==> src/rtl/bpwm_defines.vh <==
// Constants for the bridge PWM output steering block
`ifndef BPWM_DEFINES_VH
`define BPWM_DEFINES_VH

// Register byte offsets on the APB
`define BPWM_OFF_CTRL 8'h00
`define BPWM_OFF_DUTY 8'h04
`define BPWM_OFF_PERIOD 8'h08
`define BPWM_OFF_DEADBAND 8'h0C
`define BPWM_OFF_TIMEBASE 8'h10
`define BPWM_OFF_STATUS 8'h14

// Field positions in pwm_control_reg
`define BPWM_CTRL_MODE 3:0
`define BPWM_CTRL_POL_BD 0
`define BPWM_CTRL_POL_AC 1
`define BPWM_CTRL_PWM_ON 3:2
`define BPWM_CTRL_DUTY_LO 5:4
`define BPWM_CTRL_CFG 7:6
`define BPWM_CTRL_DIR 7
`define BPWM_CTRL_FULL 6

// Field positions in the timebase control and deadband registers
`define BPWM_TB_PRESCALE 1:0
`define BPWM_TB_RUN 2
`define BPWM_DB_COUNT 6:0

// Field positions in the status register
`define BPWM_ST_COUNT 7:0
`define BPWM_ST_QUARTER 9:8
`define BPWM_ST_PINS 13:10
`define BPWM_ST_DIR 14

// Reset values
`define BPWM_CTRL_RST 8'h00
`define BPWM_DUTY_RST 8'h00
`define BPWM_PERIOD_RST 8'hFF
`define BPWM_DB_RST 7'h00
`define BPWM_TB_RST 3'h0

// Output configuration codes
`define BPWM_CFG_SINGLE 2'h0
`define BPWM_CFG_FWD 2'h1
`define BPWM_CFG_HALF 2'h2
`define BPWM_CFG_REV 2'h3
`define BPWM_MODE_PWM 2'h3

// Prescale select codes and their last divider count (value minus one)
`define BPWM_PRE_SEL_1 2'h0
`define BPWM_PRE_SEL_4 2'h1
`define BPWM_PRE_LAST_1 4'h0
`define BPWM_PRE_LAST_4 4'h3
`define BPWM_PRE_LAST_16 4'hF

// One instruction cycle is four oscillator periods; one pclk is one Tosc
`define BPWM_TOSC_NS 4
`define BPWM_TCY_TOSC 4
`define BPWM_LAST_QUARTER 2'h3
`define BPWM_DB_CNT_MAX 9'h1FF

`endif

==> src/rtl/bpwm_timebase.v <==
// Prescaled period timebase with quarter-step resolution for the PWM
`timescale 1ns/100ps
`include "bpwm_defines.vh"

module bpwm_timebase (
  input wire pclk,
  input wire presetn,
  input wire ce,
  input wire run,
  input wire [1:0] prescale_sel,
  input wire [7:0] period,
  output reg [7:0] count,
  output reg [1:0] quarter,
  output wire wrap,
  output wire last_step
);

  reg [3:0] pre;
  reg [3:0] pre_last;

  // Prescale divider length: 1, 4 or 16 pclk per quarter step
  always @* begin
    if (prescale_sel == `BPWM_PRE_SEL_1)
      pre_last = `BPWM_PRE_LAST_1;
    else if (prescale_sel == `BPWM_PRE_SEL_4)
      pre_last = `BPWM_PRE_LAST_4;
    else
      pre_last = `BPWM_PRE_LAST_16;
  end

  wire tick = run && (pre == pre_last);

  // Period ends after the last quarter of the step where count equals period
  assign wrap = tick && (quarter == `BPWM_LAST_QUARTER) && (count == period);
  // Final instruction cycle of the period, prescaled
  assign last_step = (count == period);

  // Counter chain: prescaler, quarter step, timebase_counter
  always @(posedge pclk or negedge presetn) begin
    if (!presetn) begin
      pre <= 4'h0;
      quarter <= 2'h0;
      count <= 8'h00;
    end else if (ce && run) begin
      if (tick) begin
        pre <= 4'h0;
        quarter <= quarter + 2'h1;
        if (wrap)
          count <= 8'h00;
        else if (quarter == `BPWM_LAST_QUARTER)
          count <= count + 8'h01;
      end else begin
        pre <= pre + 4'h1;
      end
    end
  end

endmodule // bpwm_timebase

==> src/rtl/bpwm_steer.v <==
// Bridge PWM output steering with dead-band and direction change, APB slave
//
// Behaviour
// - Four output configurations are selected by the two-bit output_config_field.
// - Codes: 00 single, 01 full forward, 10 half-bridge, 11 reverse; unused pins released.
// - Mode codes 1100..1111 set polarity for pair a/c and pair b/d separately.
// - Period is 4 Tosc times period_register plus one times the prescale.
// - Active time is Tosc times the 10-bit duty value times the prescale.
// - Dead-band delay is one instruction cycle times the seven-bit deadband_count.
// - Timebase prescale is 1, 4 or 16 from timebase_prescale_select.
// - Half-bridge drives the waveform on out_a and its complement on out_b.
// - Half-bridge delays each inactive-to-active change by the dead-band; never the reverse.
// - If the dead-band exceeds the active time the output stays inactive all cycle.
// - Forward holds out_a active, modulates out_d; reverse holds out_c, modulates out_b.
// - A new direction_select_bit takes effect from the next PWM cycle.
// - Pending reversal: modulated outputs off, unmodulated switched, one prescaled Tcy early.
// - Modulated outputs stay inactive from that switch until the next period starts.
// - Full-bridge modes insert no dead-band delay.
// - Without half-bridge support, dead-band and half-bridge operation are absent.
// - Controls load at period boundary; dead-band loads at duty or period boundary.
//
// Implementation choices: the APB register port and the placing of the registers.
`timescale 1ns/100ps
`include "bpwm_defines.vh"

module bpwm_steer #(
  parameter HALF_BRIDGE_PRESENT = 1
) (
  input wire pclk,
  input wire presetn,
  input wire ce,
  input wire psel,
  input wire penable,
  input wire pwrite,
  input wire [7:0] paddr,
  input wire [31:0] pwdata,
  output reg [31:0] prdata,
  output reg pready,
  output reg pslverr,
  output reg out_a,
  output reg out_b,
  output reg out_c,
  output reg out_d,
  output reg out_a_en,
  output reg out_b_en,
  output reg out_c_en,
  output reg out_d_en
);

  // Software-visible registers
  reg [7:0] pwm_control_reg;
  reg [7:0] duty_high_byte;
  reg [7:0] period_register;
  reg [6:0] deadband_delay_reg;
  reg [2:0] timebase_ctrl;

  // Double-buffered copies in use by the waveform logic
  reg [7:0] act_ctrl;
  reg [9:0] act_duty;
  reg [6:0] act_deadband;
  wire act_dir = act_ctrl[`BPWM_CTRL_DIR];

  wire [7:0] tb_count;
  wire [1:0] tb_quarter;
  wire tb_wrap;
  wire tb_last_step;
  wire tb_run = timebase_ctrl[`BPWM_TB_RUN];

  // Timebase: 4*(period+1)*prescale pclk per period
  bpwm_timebase u_timebase (
    .pclk(pclk),
    .presetn(presetn),
    .ce(ce),
    .run(tb_run),
    .prescale_sel(timebase_ctrl[`BPWM_TB_PRESCALE]),
    .period(period_register),
    .count(tb_count),
    .quarter(tb_quarter),
    .wrap(tb_wrap),
    .last_step(tb_last_step)
  );

  // APB decode; one wait state so every answer comes from a flop
  wire apb_access = psel && penable;
  wire apb_done = apb_access && pready;
  wire apb_write = apb_done && pwrite;
  reg addr_ok;
  reg [31:0] read_mux;

  always @* begin
    addr_ok = 1'b1;
    read_mux = 32'h0000_0000;
    case (paddr)
      `BPWM_OFF_CTRL: read_mux[7:0] = pwm_control_reg;
      `BPWM_OFF_DUTY: read_mux[7:0] = duty_high_byte;
      `BPWM_OFF_PERIOD: read_mux[7:0] = period_register;
      `BPWM_OFF_DEADBAND: read_mux[6:0] = deadband_delay_reg;
      `BPWM_OFF_TIMEBASE: read_mux[2:0] = timebase_ctrl;
      `BPWM_OFF_STATUS: begin
        read_mux[`BPWM_ST_COUNT] = tb_count;
        read_mux[`BPWM_ST_QUARTER] = tb_quarter;
        read_mux[`BPWM_ST_PINS] = {out_d, out_c, out_b, out_a};
        read_mux[`BPWM_ST_DIR] = act_dir;
      end
      default: addr_ok = 1'b0;
    endcase
  end

  // APB answer flops
  always @(posedge pclk or negedge presetn) begin
    if (!presetn) begin
      pready <= 1'b0;
      pslverr <= 1'b0;
      prdata <= 32'h0000_0000;
    end else if (ce) begin
      if (apb_access && !pready) begin
        pready <= 1'b1;
        pslverr <= !addr_ok;
        prdata <= (!pwrite && addr_ok) ? read_mux : 32'h0000_0000;
      end else begin
        pready <= 1'b0;
        pslverr <= 1'b0;
      end
    end
  end

  // Register writes; direction bit accepted at any phase of the timebase
  always @(posedge pclk or negedge presetn) begin
    if (!presetn) begin
      pwm_control_reg <= `BPWM_CTRL_RST;
      duty_high_byte <= `BPWM_DUTY_RST;
      period_register <= `BPWM_PERIOD_RST;
      deadband_delay_reg <= `BPWM_DB_RST;
      timebase_ctrl <= `BPWM_TB_RST;
    end else if (ce && apb_write) begin
      case (paddr)
        `BPWM_OFF_CTRL: pwm_control_reg <= pwdata[7:0];
        `BPWM_OFF_DUTY: duty_high_byte <= pwdata[7:0];
        `BPWM_OFF_PERIOD: period_register <= pwdata[7:0];
        `BPWM_OFF_DEADBAND: begin
          if (HALF_BRIDGE_PRESENT != 0)
            deadband_delay_reg <= pwdata[`BPWM_DB_COUNT];
        end
        `BPWM_OFF_TIMEBASE: timebase_ctrl <= pwdata[2:0];
        default: ;
      endcase
    end
  end

  // Raw duty comparison on the quarter-resolution count
  wire [9:0] fine_count = {tb_count, tb_quarter};
  wire pwm_raw = tb_run && (fine_count < act_duty);
  reg pwm_raw_d;
  wire duty_edge = pwm_raw_d && !pwm_raw;

  // Shadow loads: controls and duty at the period boundary, or while stopped
  always @(posedge pclk or negedge presetn) begin
    if (!presetn) begin
      act_ctrl <= `BPWM_CTRL_RST;
      act_duty <= 10'h000;
      act_deadband <= `BPWM_DB_RST;
      pwm_raw_d <= 1'b0;
    end else if (ce) begin
      pwm_raw_d <= pwm_raw;
      if (tb_wrap || !tb_run) begin
        act_ctrl <= pwm_control_reg;
        act_duty <= {duty_high_byte, pwm_control_reg[`BPWM_CTRL_DUTY_LO]};
      end
      if (tb_wrap || duty_edge || !tb_run)
        act_deadband <= deadband_delay_reg;
    end
  end

  // Active configuration; half-bridge falls back to single when absent
  wire [1:0] cfg_raw = act_ctrl[`BPWM_CTRL_CFG];
  wire [1:0] act_cfg = (HALF_BRIDGE_PRESENT == 0 && cfg_raw == `BPWM_CFG_HALF) ?
                       `BPWM_CFG_SINGLE : cfg_raw;
  wire pwm_on = (act_ctrl[`BPWM_CTRL_PWM_ON] == `BPWM_MODE_PWM);
  wire act_full = act_cfg[0];
  wire new_dir = pwm_control_reg[`BPWM_CTRL_DIR];

  // Pending reversal inside the final prescaled instruction cycle
  wire dir_switch = pwm_on && act_full && pwm_control_reg[`BPWM_CTRL_FULL] &&
                    (new_dir != act_dir) && tb_run && tb_last_step;
  wire steer_dir = dir_switch ? new_dir : act_dir;

  // Dead-band stage: one counter per half-bridge leg
  wire [8:0] db_cycles = {act_deadband, 2'b00};
  wire [1:0] leg_raw = {!pwm_raw, pwm_raw};
  wire [1:0] leg_out;
  genvar gi;
  generate
    for (gi = 0; gi < 2; gi = gi + 1) begin : g_leg
      reg [8:0] on_cnt;
      // Counts pclk since the leg went active; clears at once on inactive
      always @(posedge pclk or negedge presetn) begin
        if (!presetn)
          on_cnt <= 9'h000;
        else if (ce) begin
          if (!leg_raw[gi] || !tb_run)
            on_cnt <= 9'h000;
          else if (on_cnt != `BPWM_DB_CNT_MAX)
            on_cnt <= on_cnt + 9'h001;
        end
      end
      // Rising delayed, falling immediate; short pulses vanish entirely
      assign leg_out[gi] = leg_raw[gi] && tb_run && (on_cnt >= db_cycles);
    end
  endgenerate

  // Steering to active-true levels and pin ownership
  reg [3:0] next_level;
  reg [3:0] next_en;
  always @* begin
    next_level = 4'h0;
    next_en = 4'h0;
    if (pwm_on) begin
      case (act_cfg)
        `BPWM_CFG_SINGLE: begin
          next_en = 4'h1;
          next_level[0] = pwm_raw;
        end
        `BPWM_CFG_HALF: begin
          next_en = 4'h3;
          next_level[0] = leg_out[0];
          next_level[1] = leg_out[1];
        end
        default: begin
          next_en = 4'hF;
          if (!steer_dir) begin
            next_level[0] = 1'b1;
            next_level[3] = pwm_raw && !dir_switch;
          end else begin
            next_level[2] = 1'b1;
            next_level[1] = pwm_raw && !dir_switch;
          end
        end
      endcase
    end
  end

  // Per-pair polarity applied after steering and dead-band
  wire pol_ac = act_ctrl[`BPWM_CTRL_POL_AC];
  wire pol_bd = act_ctrl[`BPWM_CTRL_POL_BD];
  wire [3:0] pol_mask = {pol_bd, pol_ac, pol_bd, pol_ac};
  wire [3:0] next_pins = (next_level ^ pol_mask) & next_en;

  // Registered pins; released pins drive low with enable off
  always @(posedge pclk or negedge presetn) begin
    if (!presetn) begin
      out_a <= 1'b0;
      out_b <= 1'b0;
      out_c <= 1'b0;
      out_d <= 1'b0;
      out_a_en <= 1'b0;
      out_b_en <= 1'b0;
      out_c_en <= 1'b0;
      out_d_en <= 1'b0;
    end else if (ce) begin
      out_a <= next_pins[0];
      out_b <= next_pins[1];
      out_c <= next_pins[2];
      out_d <= next_pins[3];
      out_a_en <= next_en[0];
      out_b_en <= next_en[1];
      out_c_en <= next_en[2];
      out_d_en <= next_en[3];
    end
  end

endmodule // bpwm_steer

==> config.mk <==
export PLATFORM = sky130hd
export DESIGN_NAME = bpwm_steer
export DESIGN_NICKNAME = d
export VERILOG_FILES = /design/src/rtl/bpwm_timebase.v /design/src/rtl/bpwm_steer.v
export VERILOG_INCLUDE_DIRS = /design/src /design/src/rtl
export SDC_FILE = /design/constraint.sdc
export NUM_CORES = 1
export LEC_CHECK = 0
export ABC_AREA = 0
export BUFFER_PORTS_ARGS = -buffer_cell sky130_fd_sc_hd__buf_2
export CAP_MARGIN = 20
export CELL_PAD_IN_SITES_DETAIL_PLACEMENT = 0
export CELL_PAD_IN_SITES_GLOBAL_PLACEMENT = 1
export CORE_ASPECT_RATIO = 1.5
export CORE_MARGIN = 10
export CORE_UTILIZATION = 49
export CTS_CLUSTER_DIAMETER = 50
export DETAILED_ROUTE_END_ITERATION = 16
export GPL_TIMING_DRIVEN = 0
export HOLD_SLACK_MARGIN = 0.05
export PLACE_DENSITY = 0.94
export SLEW_MARGIN = 30
export SYNTH_ARGS = -nofsm -noshare
export SYNTH_HDL_FRONTEND = slang
export SYNTH_SLANG_ARGS = --single-unit
==> constraint.sdc <==
create_clock -name pclk -period 5.75 [get_ports pclk]
set_input_delay 0.575 -clock pclk [delete_from_list [all_inputs] [get_ports pclk]]
set_output_delay 0.575 -clock pclk [all_outputs]
set_load 0.1 [all_outputs]
# Yosys cells after proc, flatten, opt, wreduce, memory -nomap -nowiden
# Cells that the tools add are included.
# totals
regBits	134
# classes
add_sub_neg	5
order_cmp	3
eq_ne	14
muxes	27
bitwise	2
reduce_logical	53
# op_table
op	n
$mux 9	4
$logic_and 1x1->1	22
$reduce_and 2->1	11
$mux 4	5
$pmux 4 s5	1
$add 9x1->9 const B	2
$ge 9x9->1	2
$ne 9x9->1 const B	2
$pmux 3 s6	1
$eq 8x4->1 const B	2
$eq 8x5->1 const B	2
$mux 8	2
$mux 15	1
$lt 10x10->1	1
$add 8x1->8 const B	1
$eq 8x3->1 const B	1
$eq 8x8->1	1
$logic_not 8->1	1
$pmux 4 s2	1
$mux 7	1
$eq 2x2->1 const B	3
$logic_not 1->1	6
$mux 1	6
$reduce_bool 2->1	3
15 further kinds	22

# Longest topological paths before layout
# Gate-level depths: netlist (run 1).
# logic_depth
depth_word	13
ltp_mapped	10

# By module
# A second synthesis (run 1) with hierarchy kept.
# hier_totals
cells_unflattened	561
hier_area_um2	6183.4
# modules_own_cells
mod	instances	cells_each	area_per_inst_um2
bpwm_steer	1	475	5286.3
bpwm_timebase	1	86	897.1

# Worst setup path after synthesis (run 1)
# No wires, ideal clock.
# synth_timing
path_kind	register -> register
start	register pready
end	register pwm_control_reg[0]
setup_ns	0.125
arrival_ns	2.307
t_required_ns	5.625
path_slack_ns	3.318
path_stages_with_launch	5
path_buffers	0
path_cell_list	dfrtp_1 nand2_1 nor4_1 nor3b_2 mux2_2
# synth_between
elab_chain_cells	4
# synth_rtl
element	line_no	rtl
start: declaration	bpwm_steer.v:38	output reg pready,
start signal: assignment	bpwm_steer.v:112	pready <= 1'b0;
start signal: assignment	bpwm_steer.v:117	pready <= 1'b1;
start signal: assignment	bpwm_steer.v:121	pready <= 1'b0;
$logic_and 1x1->1	bpwm_steer.v:85	wire apb_done = apb_access && pready;
$logic_and 1x1->1	bpwm_steer.v:86	wire apb_write = apb_done && pwrite;
$logic_and 1x1->1	bpwm_steer.v:135	end else if (ce && apb_write) begin
$reduce_and 2->1 (no line)	n/a	
end signal: assignment	bpwm_steer.v:130	pwm_control_reg <= `BPWM_CTRL_RST;
end signal: assignment	bpwm_steer.v:137	`BPWM_OFF_CTRL: pwm_control_reg <= pwdata[7:0];
end: declaration	bpwm_steer.v:51	reg [7:0] pwm_control_reg;
# Every way passes these cells.
# A chain may end at the register's enable or synchronous reset.

# Worst setup path in the final report (run 1)
# layout_timing
start	register u_timebase.count[3]
end	register act_duty[4]
# layout_between
elab_chain_cells	4
# layout_rtl
element	line_no	rtl
start: declaration	bpwm_timebase.v:12	output reg [7:0] count,
start signal: assignment	bpwm_timebase.v:51	count <= count + 8'h01;
$eq 8x8->1	bpwm_timebase.v:34	assign wrap = tick && (quarter == `BPWM_LAST_QUARTER) && (count == period);
$logic_and 1x1->1	bpwm_timebase.v:34	
$logic_or 1x1->1	bpwm_steer.v:165	if (tb_wrap || !tb_run) begin
$reduce_and 2->1 (no line)	n/a	
end signal: assignment	bpwm_steer.v:167	act_duty <= {duty_high_byte, pwm_control_reg[`BPWM_CTRL_DUTY_LO]};
end: declaration	bpwm_steer.v:59	reg [9:0] act_duty;
# Every way passes these cells.

==> impl_metrics.json, run 1 <==
{
  "grt_first_pass_wirelength_mm": 26.9,
  "fp.dieH_um": 159,
  "viasPerCell": 5.83,
  "synth_warnings": 0,
  "syn-mean-instance-area_um2": 10.5,
  "crit_buf_inv": 3,
  "layout_commonest_cell": "dfrtp_1",
  "reg2reg_depth": 8,
  "area_delta_synth_final_pct": 17.4,
  "regMostFlops": "g_leg.on_cnt",
  "start_util_pct": 50.2,
  "crit_type": "flop to flop",
  "critical_path.startpoint_type": "flop",
  "num-nets-final": 756,
  "hold_buffers": 0,
  "final_cell_mix": "dfrtp_1, o21ai_0, mux2_2, buf_2, nand2_1",
  "totalWireLength_mm": 16.7,
  "largest_reg_flops": 18,
  "fin_crit_sh_pct": 47.7,
  "slowest_stage": "nor2_1",
  "async_flop_share_pct": 100,
  "maxSlewHeadroom_pct": 43.4,
  "synth-seq-cells": 114,
  "dieArea_um2": 17900,
  "syn_inst": 597,
  "placedCellCount": 815,
  "hold_path.class": "input pin to async pin",
  "max_stage_delay_ns": 0.61,
  "arrival_ns": 3.02,
  "synth_area_um2": 6290,
  "drive_gt1_share_pct": 24.6,
  "fmax_mhz": 365,
  "place.gp.congestion": 0.940,
  "rr_startpoint": "u_timebase.count[3]",
  "critPathMaxFanout": 10,
  "crit_family": "simple AND/OR/NAND/NOR gates",
  "rsz0062_at_grt": "no",
  "core_um2": 12500,
  "via_count": 4930,
  "status": "finished clean",
  "startpoint": "u_timebase.count[3]",
  "synth_edf_count": 0,
  "clk_pin_slew_ns": 0.06,
  "min_period_ns": 2.74,
  "wl_per_cell_um": 19.7,
  "io_buffers": 45,
  "synth_ff_type": "dfrtp_1",
  "cap_violations": 0,
  "diodes": 0,
  "drtAntennaViolNets": 0,
  "num_io_pins": 88,
  "grt_pass1_vias": 5103,
  "grt_antenna_before_repair": 0,
  "setup_viol": 0,
  "clk_latency_ns": 0.42,
  "slew_viol_final": 0,
  "critPathCaptureType": "flop",
  "post-cts-setup-buffers": 0,
  "leakage_nw": 3.52,
  "powerDensity_nw_per_um2": 269,
  "die_x_um": 112,
  "cts.sinks": 114,
  "crit_required_ns": 6.03,
  "hpwl_mm": 12.5,
  "reg.largest.list": "g_leg.on_cnt: 18 flops, prdata: 15 flops",
  "worstPathCellList": "buf_2, xnor2_1, nand4_1, nor2_1, a32o_2, buf_6, clkbuf_1, o21ai_0",
  "ctsRootBufferMaster": "clkbuf_16",
  "fillers": 1073,
  "grt_start_max_net_pins": 72,
  "rows": 50,
  "drc": 0,
  "peakVddDrop_mv": 0.215,
  "cts_buffers": 17,
  "ys_types": 61,
  "stdcell_count": 846,
  "cts_tree": "done",
  "grt_usage_pct": 18.6,
  "cts_htree_levels": 4,
  "synth_seq_area_share_pct": 45.5,
  "fin_worst_skew_ns": 0.00904,
  "cts_resized": 0,
  "finalSetupTns_ns": 0,
  "clock_path_buffers": 2,
  "reg2reg_slack_ns": 3.01,
  "drtIter0Drc": 242,
  "first_pass_iters": 5,
  "r2r_end": "act_duty[4]",
  "grt_overflow_total": 0,
  "worstMarginPinSlew_ns": 0.845,
  "finalHoldViolations": 0
}
-- worst max-delay path by stage --
stage                     slack [ns]            endpoint  cells after the start
after floorplan                 3.32  pwm_control_reg[0]                      4
after global placement          2.80           prdata[3]                      1
after detailed placement        2.83  pwm_control_reg[3]                      6
after CTS                       3.05  g_leg[0].on_cnt[0]                      7
after global routing            2.74         act_duty[7]                      8
final                           3.01         act_duty[4]                      8
-- power by group --
group	leakage (nW)	internal (mW)	total, mW	switching [mW]
Clock	0.280	0.679	1.04	0.358
Sequential	1.54	0.806	0.809	0.00272
Combinational	1.70	0.0304	0.139	0.108
Total	3.52	1.52	1.98	0.469
-- per-stage QoR --
step	power, mW	utilization, %	setup slack (ns)	hold slack [ns]	area [um^2]
after global placement	0.955	54.1	2.80	0.463	6770
after floorplan	0.918	-	3.32	0.279	6350
final	1.98	59.0	3.01	0.0420	7380
after CTS	1.99	59.0	3.05	0.0606	7380
after detailed placement	0.960	54.4	2.83	0.470	6810
after global routing	2.04	59.0	2.74	0.0738	7380
-- cell families after synthesis --
| logic type | after synthesis | synth area share, % |
|---|---|---|
| compound gates | 124 | 13.7 |
| xor+xnor | 17 | 2.37 |
| fa+ha+maj | 32 | 6.37 |
| buf+inv | 77 | 5.87 |
| flops | 114 | 45.5 |
| mux | 67 | 12.6 |
| other cells | 1 | 0.0596 |
| simple gates | 165 | 13.5 |
-- cell type report --
type                    instances  area, um^2  share of cell area, %
multi-input cells             422        3120                   42.2
flip-flops and latches        114        2860                   38.8
clock buffers                  26         499                   6.76
repair buffers                 46         263                   3.56
plain buffers                  40         230                   3.12
well taps                     156         195                   2.64
inverters                      37         139                   1.88
clock inverters                 5        77.6                   1.05
-- synth_stat cells, types with 4 or more instances --
cell type	number	share of area [%]
nor2b_1	9	0.90
a22o_1	20	2.8
a31oi_1	6	0.60
mux2i_1	8	1.3
nor3_1	7	0.56
xor2_1	4	0.56
ha_1	32	6.4
dfrtp_1	106	42
clkbuf_1	14	0.84
nor4_1	6	0.60
o22ai_1	4	0.40
mux2_4	7	1.7
a211oi_1	4	0.48
nand2_1	43	2.6
mux2_2	50	9.0
dfstp_2	8	3.3
nor2_1	31	1.9
nand2b_1	6	0.60
inv_1	37	2.2
buf_4	18	2.1
xnor2_1	13	1.8
nand3_1	17	1.4
and2_1	6	0.60
and3_1	10	1.0
a21oi_1	9	0.72
nand4_1	14	1.4
o21ai_0	51	4.1
buf_2	4	0.32
-- worst register-to-register path, cell delays in order, from the launching register on --
cell      delay [ns]
dfrtp_1         0.37
buf_2           0.19
xnor2_1         0.25
nand4_1         0.23
nor2_1          0.62
a32o_2          0.30
buf_6           0.16
clkbuf_1        0.34
o21ai_0         0.15
-- layer usage --
layer	share of wire (%)	routed length, um	GRT usage (%)	vias to the layer above
met5	0	0	0	-
met4	4.9	815	10.5	0
met3	3.8	632	3.84	48
met2	54	9020	33.2	153
met1	37	6210	19.6	2432
li1	-	-	-	2297
Power figures use the tool's default switching activity.
==> inputs of run 2 (changes only) <==
--- a/config.mk
+++ b/config.mk
@@ -6,19 +6,19 @@
 export SDC_FILE = /design/constraint.sdc
 export NUM_CORES = 1
 export LEC_CHECK = 0
-export ABC_AREA = 0
+export ABC_AREA = 1
 export BUFFER_PORTS_ARGS = -buffer_cell sky130_fd_sc_hd__buf_2
 export CAP_MARGIN = 20
 export CELL_PAD_IN_SITES_DETAIL_PLACEMENT = 0
 export CELL_PAD_IN_SITES_GLOBAL_PLACEMENT = 1
 export CORE_ASPECT_RATIO = 1.5
 export CORE_MARGIN = 10
-export CORE_UTILIZATION = 49
+export CORE_UTILIZATION = 43
 export CTS_CLUSTER_DIAMETER = 50
 export DETAILED_ROUTE_END_ITERATION = 16
 export GPL_TIMING_DRIVEN = 0
 export HOLD_SLACK_MARGIN = 0.05
-export PLACE_DENSITY = 0.94
+export PLACE_DENSITY = 0.89
 export SLEW_MARGIN = 30
 export SYNTH_ARGS = -nofsm -noshare
 export SYNTH_HDL_FRONTEND = slang
==> constraint.sdc (replaced) <==
create_clock -name pclk -period 2.7 [get_ports pclk]
set_input_delay 0.27 -clock pclk [delete_from_list [all_inputs] [get_ports pclk]]
set_output_delay 0.27 -clock pclk [all_outputs]
set_load 0.1 [all_outputs]
==> run 2 against run 1 <==
Net effect:
- area after synthesis increased by 0.34%
- largest cell class is now registers
- sequential cell count unchanged
- cell count increased by 28%
- global-route usage is 1.4 points lower
- largest power group unchanged
==> impl_metrics.json, run 2 <==
{
  "synth_warnings": 0,
  "synth_area_leaders": "dfrtp_1, nand2_1, inv_1, ha_1, o21ai_0",
  "reg.largest.list": "g_leg.on_cnt: 18 flops, prdata: 15 flops",
  "fin_crit_sh_pct": 84.9,
  "syn-mean-instance-area_um2": 7.93,
  "critPathCaptureType": "flop",
  "crit_buf_inv": 1,
  "grt_first_pass_wirelength_mm": 27.5,
  "cts.sinks": 114,
  "crit_top_cell": "nand2_1",
  "async_flop_share_pct": 100,
  "diodes": 0,
  "final_cell_mix": "nand2_1, inv_1, dfrtp_1, o21ai_0, nor2_1",
  "syn_inst": 796,
  "hold_path.class": "input pin to flop",
  "clock_path_buffers": 2,
  "ctsRootBufferMaster": "clkbuf_16",
  "clk_latency_ns": 0.42,
  "fin_worst_skew_ns": 0.0105,
  "rows": 54,
  "area_delta_synth_final_pct": 17.8,
  "powerDensity_nw_per_um2": 555,
  "synth.cells.most_frequent": "nand2_1, inv_1, dfrtp_1, o21ai_0, nor2_1",
  "totalWireLength_mm": 16.7,
  "crit_family": "simple AND/OR/NAND/NOR gates",
  "hold-worst-slack_ns": 0.148,
  "synth-seq-cells": 114,
  "io_buffers": 45,
  "leakage_nw": 3.76,
  "cts_tree": "done",
  "peakVddDrop_mv": 0.306,
  "place.gp.congestion": 0.893,
  "via_count": 5407,
  "grt_start_max_net_pins": 78,
  "drc": 0,
  "core_um2": 14500,
  "min_period_ns": 2.29,
  "viasPerCell": 4.97,
  "rsz0062_at_grt": "no",
  "drtAntennaViolNets": 0,
  "grt_antenna_before_repair": 0,
  "grt_pass1_vias": 5495,
  "grt_usage_pct": 17.2,
  "stdcell_count": 1087,
  "crit_type": "flop to flop",
  "critical_path.startpoint_type": "flop",
  "synth_edf_count": 0,
  "finalSetupTns_ns": 0,
  "drive_gt1_share_pct": 14.5,
  "fmax_mhz": 436,
  "placedCellCount": 1054,
  "synth.top_cell.area_share_pct": 42.0,
  "slew_viol_final": 0,
  "finalHoldViolations": 0,
  "num-nets-final": 956,
  "synth_ff_type": "dfrtp_1",
  "dp_slack_ns": 0.436,
  "clk_pin_slew_ns": 0.05,
  "post-cts-setup-buffers": 0,
  "cap_violations": 0,
  "synth_seq_area_share_pct": 45.4,
  "synth_area_um2": 6310,
  "setup_viol": 0,
  "finalWorstSetupSlack_ns": 0.408,
  "crit_required_ns": 3.05,
  "cts_buffers": 17,
  "wl_per_cell_um": 15.3,
  "ys_types": 41,
  "critPathMaxFanout": 8,
  "first_pass_iters": 5,
  "dieArea_um2": 20000,
  "cts_htree_levels": 4,
  "yosysTopAreaCell": "dfrtp_1",
  "max_stage_delay_ns": 0.45,
  "num_io_pins": 88,
  "worstMarginPinSlew_ns": 0.603,
  "status": "finished clean",
  "regMostFlops": "g_leg.on_cnt",
  "maxSlewHeadroom_pct": 59.8,
  "start_util_pct": 43.6,
  "fillers": 1470,
  "drtIter0Drc": 376,
  "arrival_ns": 2.64,
  "fp.dieH_um": 168,
  "slowest_stage": "dfrtp_1",
  "layout_commonest_cell": "nand2_1",
  "grt_overflow_total": 0,
  "die_x_um": 119,
  "yosysMostFrequentCell": "nand2_1",
  "largest_reg_flops": 18,
  "worstPathCellList": "ha_1, nand2_1, nor2_1, nand3_1, nand4_1, nand2_1, nand2_1, inv_1, o21ai_0, nand2_1, nor2_1",
  "hpwl_mm": 12.8
}
## run 2: through the flow
step,total power [mW],cell area (um^2),util (%)
floorplan,1.97,6370,-
finish,4.13,7430,51.4
detailed placement,2.06,6880,47.6
global route,4.26,7430,51.4
global placement,2.05,6840,47.3
CTS,4.15,7430,51.4
## run 2: worst reg2reg max path: stages, from the launching register on
cell     delay [ns]
dfrtp_1        0.45
ha_1           0.33
nand2_1        0.07
nor2_1         0.19
nand3_1        0.13
nand4_1        0.23
nand2_1        0.16
nand2_1        0.25
inv_1          0.12
o21ai_0        0.16
nand2_1        0.06
nor2_1         0.08
## run 2: layout make-up
cell class	instances	area (um^2)	share of cell area (%)
sequential	114	2860	38.5
clock inverter	6	55.1	0.741
multi-input combinational	554	2850	38.4
tap	196	245	3.30
buffer	30	225	3.03
inverter	114	428	5.76
timing repair buffer	47	273	3.67
clock buffer	26	489	6.58
## run 2: kinds of logic (layout without fill, tap and decap cells)
logic type | count (synthesis) | count (layout) | synth area share (%)
compound gates | 132 | 132 | 11.4
xor+xnor | 16 | 16 | 2.22
fa+ha+maj | 32 | 32 | 6.35
buf+inv | 144 | 223 | 10.4
flops | 114 | 114 | 45.4
mux | 1 | 1 | 0.178
other cells | 1 | 17 | 0.0594
simple gates | 356 | 356 | 24.1
## run 2: path summary, 6_finish.rpt
path	startpoint	end	slack, ns	cells past startpoint
setup / recovery	u_timebase.count[7]	g_leg[0].on_cnt[4]	0.41	11
hold / removal	pwdata[7]	pwm_control_reg[7]	0.15	3
setup reg to reg	u_timebase.count[7]	g_leg[0].on_cnt[4]	0.41	11
hold reg to reg	prdata[12]	prdata[12]	0.47	2
max in group asynchronous	presetn	timebase_ctrl[0]	1.69	3
min in group asynchronous	presetn	u_timebase.count[4]	0.32	2
## run 2: layer usage
layer / track usage, % / up-vias / routed length, um
li1: - / 2702 / -
met1: 20.1 / 2511 / 7150
met2: 28.7 / 160 / 8040
met3: 4.99 / 34 / 956
met4: 7.67 / 0 / 533
met5: 0 / - / 0
## run 2: report_power, final
part	switching (mW)	internal, mW	leakage, nW	total, mW
Combinational	0.235	0.0638	1.98	0.299
Clock	0.770	1.33	0.272	2.10
Sequential	0.00790	1.72	1.51	1.73
Total	1.01	3.11	3.76	4.13
## run 2: repair_timing
item / in CTS / in global routing
endpoints found under the hold margin: 37 / 0
resized for setup: 0 / 0
hold buffers: 1 / 0
==> inputs of run 3 (changes only) <==
==> constraint.sdc (replaced) <==
create_clock -name pclk -period 2.35 [get_ports pclk]
set_input_delay 0.235 -clock pclk [delete_from_list [all_inputs] [get_ports pclk]]
set_output_delay 0.235 -clock pclk [all_outputs]
set_load 0.1 [all_outputs]
==> run 3 against run 2 <==
Net effect:
- die area unchanged
- register-to-register slack lost 0.23 ns
- first-iteration DRC count grew 17%
- sequential cell count did not move
- clock power is 15% higher
- cell count hardly changed
- hold slack worse by 0.033 ns
- clock skew rose by 0.0031 ns
- global-route usage did not move
- via count shrank 0.33%
- total power is 15% higher
- critical path type unchanged
- critical endpoint unchanged
==> impl_metrics.json, run 3 (synthesized netlist as in run 2, its figures left out) <==
{
  "status": "finished clean",
  "clock_path_buffers": 2,
  "final_cell_mix": "nand2_1, inv_1, dfrtp_1, o21ai_0, nor2_1",
  "clk_latency_ns": 0.42,
  "via_count": 5389,
  "power.share.sequential_pct": 41.9,
  "fin_worst_skew_ns": 0.0136,
  "num-nets-final": 957,
  "place.gp.congestion": 0.893,
  "ctsRootBufferMaster": "clkbuf_16",
  "wl_per_cell_um": 15.4,
  "layout_commonest_cell": "nand2_1",
  "setup_viol": 0,
  "drive_gt1_share_pct": 15.0,
  "finalWorstSetupSlack_ns": 0.182,
  "fp.dieH_um": 168,
  "crit_top_cell": "nand2_1",
  "slew_viol_final": 0,
  "critical_path.startpoint_type": "flop",
  "switching_power_mw": 1.16,
  "leakage_nw": 3.78,
  "fmax_mhz": 461,
  "num_io_pins": 88,
  "core_um2": 14500,
  "startpoint": "u_timebase.count[7]",
  "die_x_um": 119,
  "peakVddDrop_mv": 0.351,
  "rr_startpoint": "u_timebase.count[7]",
  "switching_share_pct": 24.5,
  "area_delta_synth_final_pct": 18.3,
  "cts.sinks": 114,
  "grt_first_pass_wirelength_mm": 27.5,
  "grt_pass1_vias": 5495,
  "crit_type": "flop to flop",
  "rows": 54,
  "grt_overflow_total": 0,
  "max_stage_delay_ns": 0.45,
  "slowest_stage": "dfrtp_1",
  "p_clk_share_pct": 50.8,
  "rsz0062_at_grt": "no",
  "grt_usage_pct": 17.2,
  "diodes": 0,
  "regMostFlops": "g_leg.on_cnt",
  "crit_buf_inv": 1,
  "worstMarginPinSlew_ns": 0.574,
  "drc": 0,
  "maxSlewHeadroom_pct": 61.8,
  "start_util_pct": 43.6,
  "fin_util_pct": 51.6,
  "clk_pin_slew_ns": 0.05,
  "cts_buffers": 17,
  "cts_tree": "done",
  "hp-start": "pwdata[7]",
  "grt_start_max_net_pins": 78,
  "p_int_mw": 3.58,
  "min_period_ns": 2.17,
  "crit_family": "simple AND/OR/NAND/NOR gates",
  "critPathMaxFanout": 8,
  "cts_htree_levels": 4,
  "totalWireLength_mm": 16.7,
  "fin_crit_sh_pct": 92.3,
  "largest_reg_flops": 18,
  "arrival_ns": 2.51,
  "dieArea_um2": 20000,
  "hold_path.class": "input pin to flop",
  "viasPerCell": 4.95,
  "grt_antenna_before_repair": 0,
  "hpwl_mm": 12.8,
  "reg.largest.list": "g_leg.on_cnt: 18 flops, prdata: 15 flops",
  "powerDensity_nw_per_um2": 636,
  "cap_violations": 0,
  "drtAntennaViolNets": 0,
  "finalHoldViolations": 0,
  "worstPathCellList": "ha_1, nand2_1, nor2_1, nand3_1, nand4_1, nand2_1, nand2_4, inv_1, o21ai_0, nand2_1, nor2_1",
  "dp_slack_ns": 0.0856,
  "drtIter0Drc": 441,
  "p_comb_share_pct": 7.3,
  "first_pass_iters": 5,
  "io_buffers": 45,
  "crit_required_ns": 2.70,
  "critPathCaptureType": "flop"
}
run 3: cell types whose count changed in the layout (fill, tap and decap cells not counted), sizes merged:
| cell | before | now |
|---|---|---|
| buf | 72 | 73 |
run 3: metrics by stage:
| step | power, mW | area (um^2) | hold slack, ns | cells | setup TNS [ns] |
|---|---|---|---|---|---|
| 5_1_grt | 4.90 | 7460 | 0.124 | 1088 | 0 |
| 4_1_cts | 4.76 | 7430 | 0.114 | 1087 | 0 |
| 2_1_floorplan | 2.26 | 6370 | -0.0606 | 812 | 0 |
| 6_report | 4.74 | 7460 | 0.115 | 1088 | 0 |
| 3_3_place_gp | 2.35 | 6840 | 0.457 | 1053 | -39.39 |
| 3_5_place_dp | 2.36 | 6880 | 0.130 | 1054 | 0 |
run 3: power groups by stage:
stage	Combinational (mW)	Clock [mW]	Sequential (mW)
6_report	0.346	2.41	1.99
5_1_grt	0.374	2.54	1.99
4_1_cts	0.347	2.43	1.99
3_5_place_dp	0.344	0	2.02
3_3_place_gp	0.335	0	2.02
2_1_floorplan	0.221	0	2.04
run 3: worst paths after layout:
check	endpoint	depth (start not counted)	slack (ns)
max in group asynchronous	prdata[2]	3	1.37
worst max-delay path	g_leg[0].on_cnt[4]	11	0.18
min in group asynchronous	u_timebase.count[4]	2	0.29
worst min register to register	prdata[12]	2	0.47
worst min-delay path	pwm_control_reg[7]	3	0.12
worst max register to register	g_leg[0].on_cnt[4]	11	0.18
run 3: timing repair:
action	CTS	global route
resized for setup	0	6
endpoints found under the setup margin	0	8
setup buffers	0	1
hold buffers	1	0
hold endpoints to repair	37	0
run 3: final cells by class:
class | count | area, um^2
Sequential cell | 114 | 2860
Clock buffer | 26 | 489
Timing Repair Buffer | 48 | 280
Inverter | 114 | 428
Multi-Input combinational cell | 554 | 2880
Fill cell | 1466 | 7000
Tap cell | 196 | 245
Buffer | 30 | 225
Clock inverter | 6 | 55.1
run 3: per-layer routing:
metal | global-route usage (%) | wire length, um | up-vias
met5 | 0 | 0 | -
met4 | 7.67 | 438 | 0
met3 | 4.99 | 846 | 26
met2 | 28.7 | 8160 | 141
met1 | 20.1 | 7260 | 2520
li1 | - | - | 2702
run 3: tightest hold or removal path, stage by stage:
cell,delay (ns)
buf_2,0.07
inv_1,0.05
o21ai_1,0.12
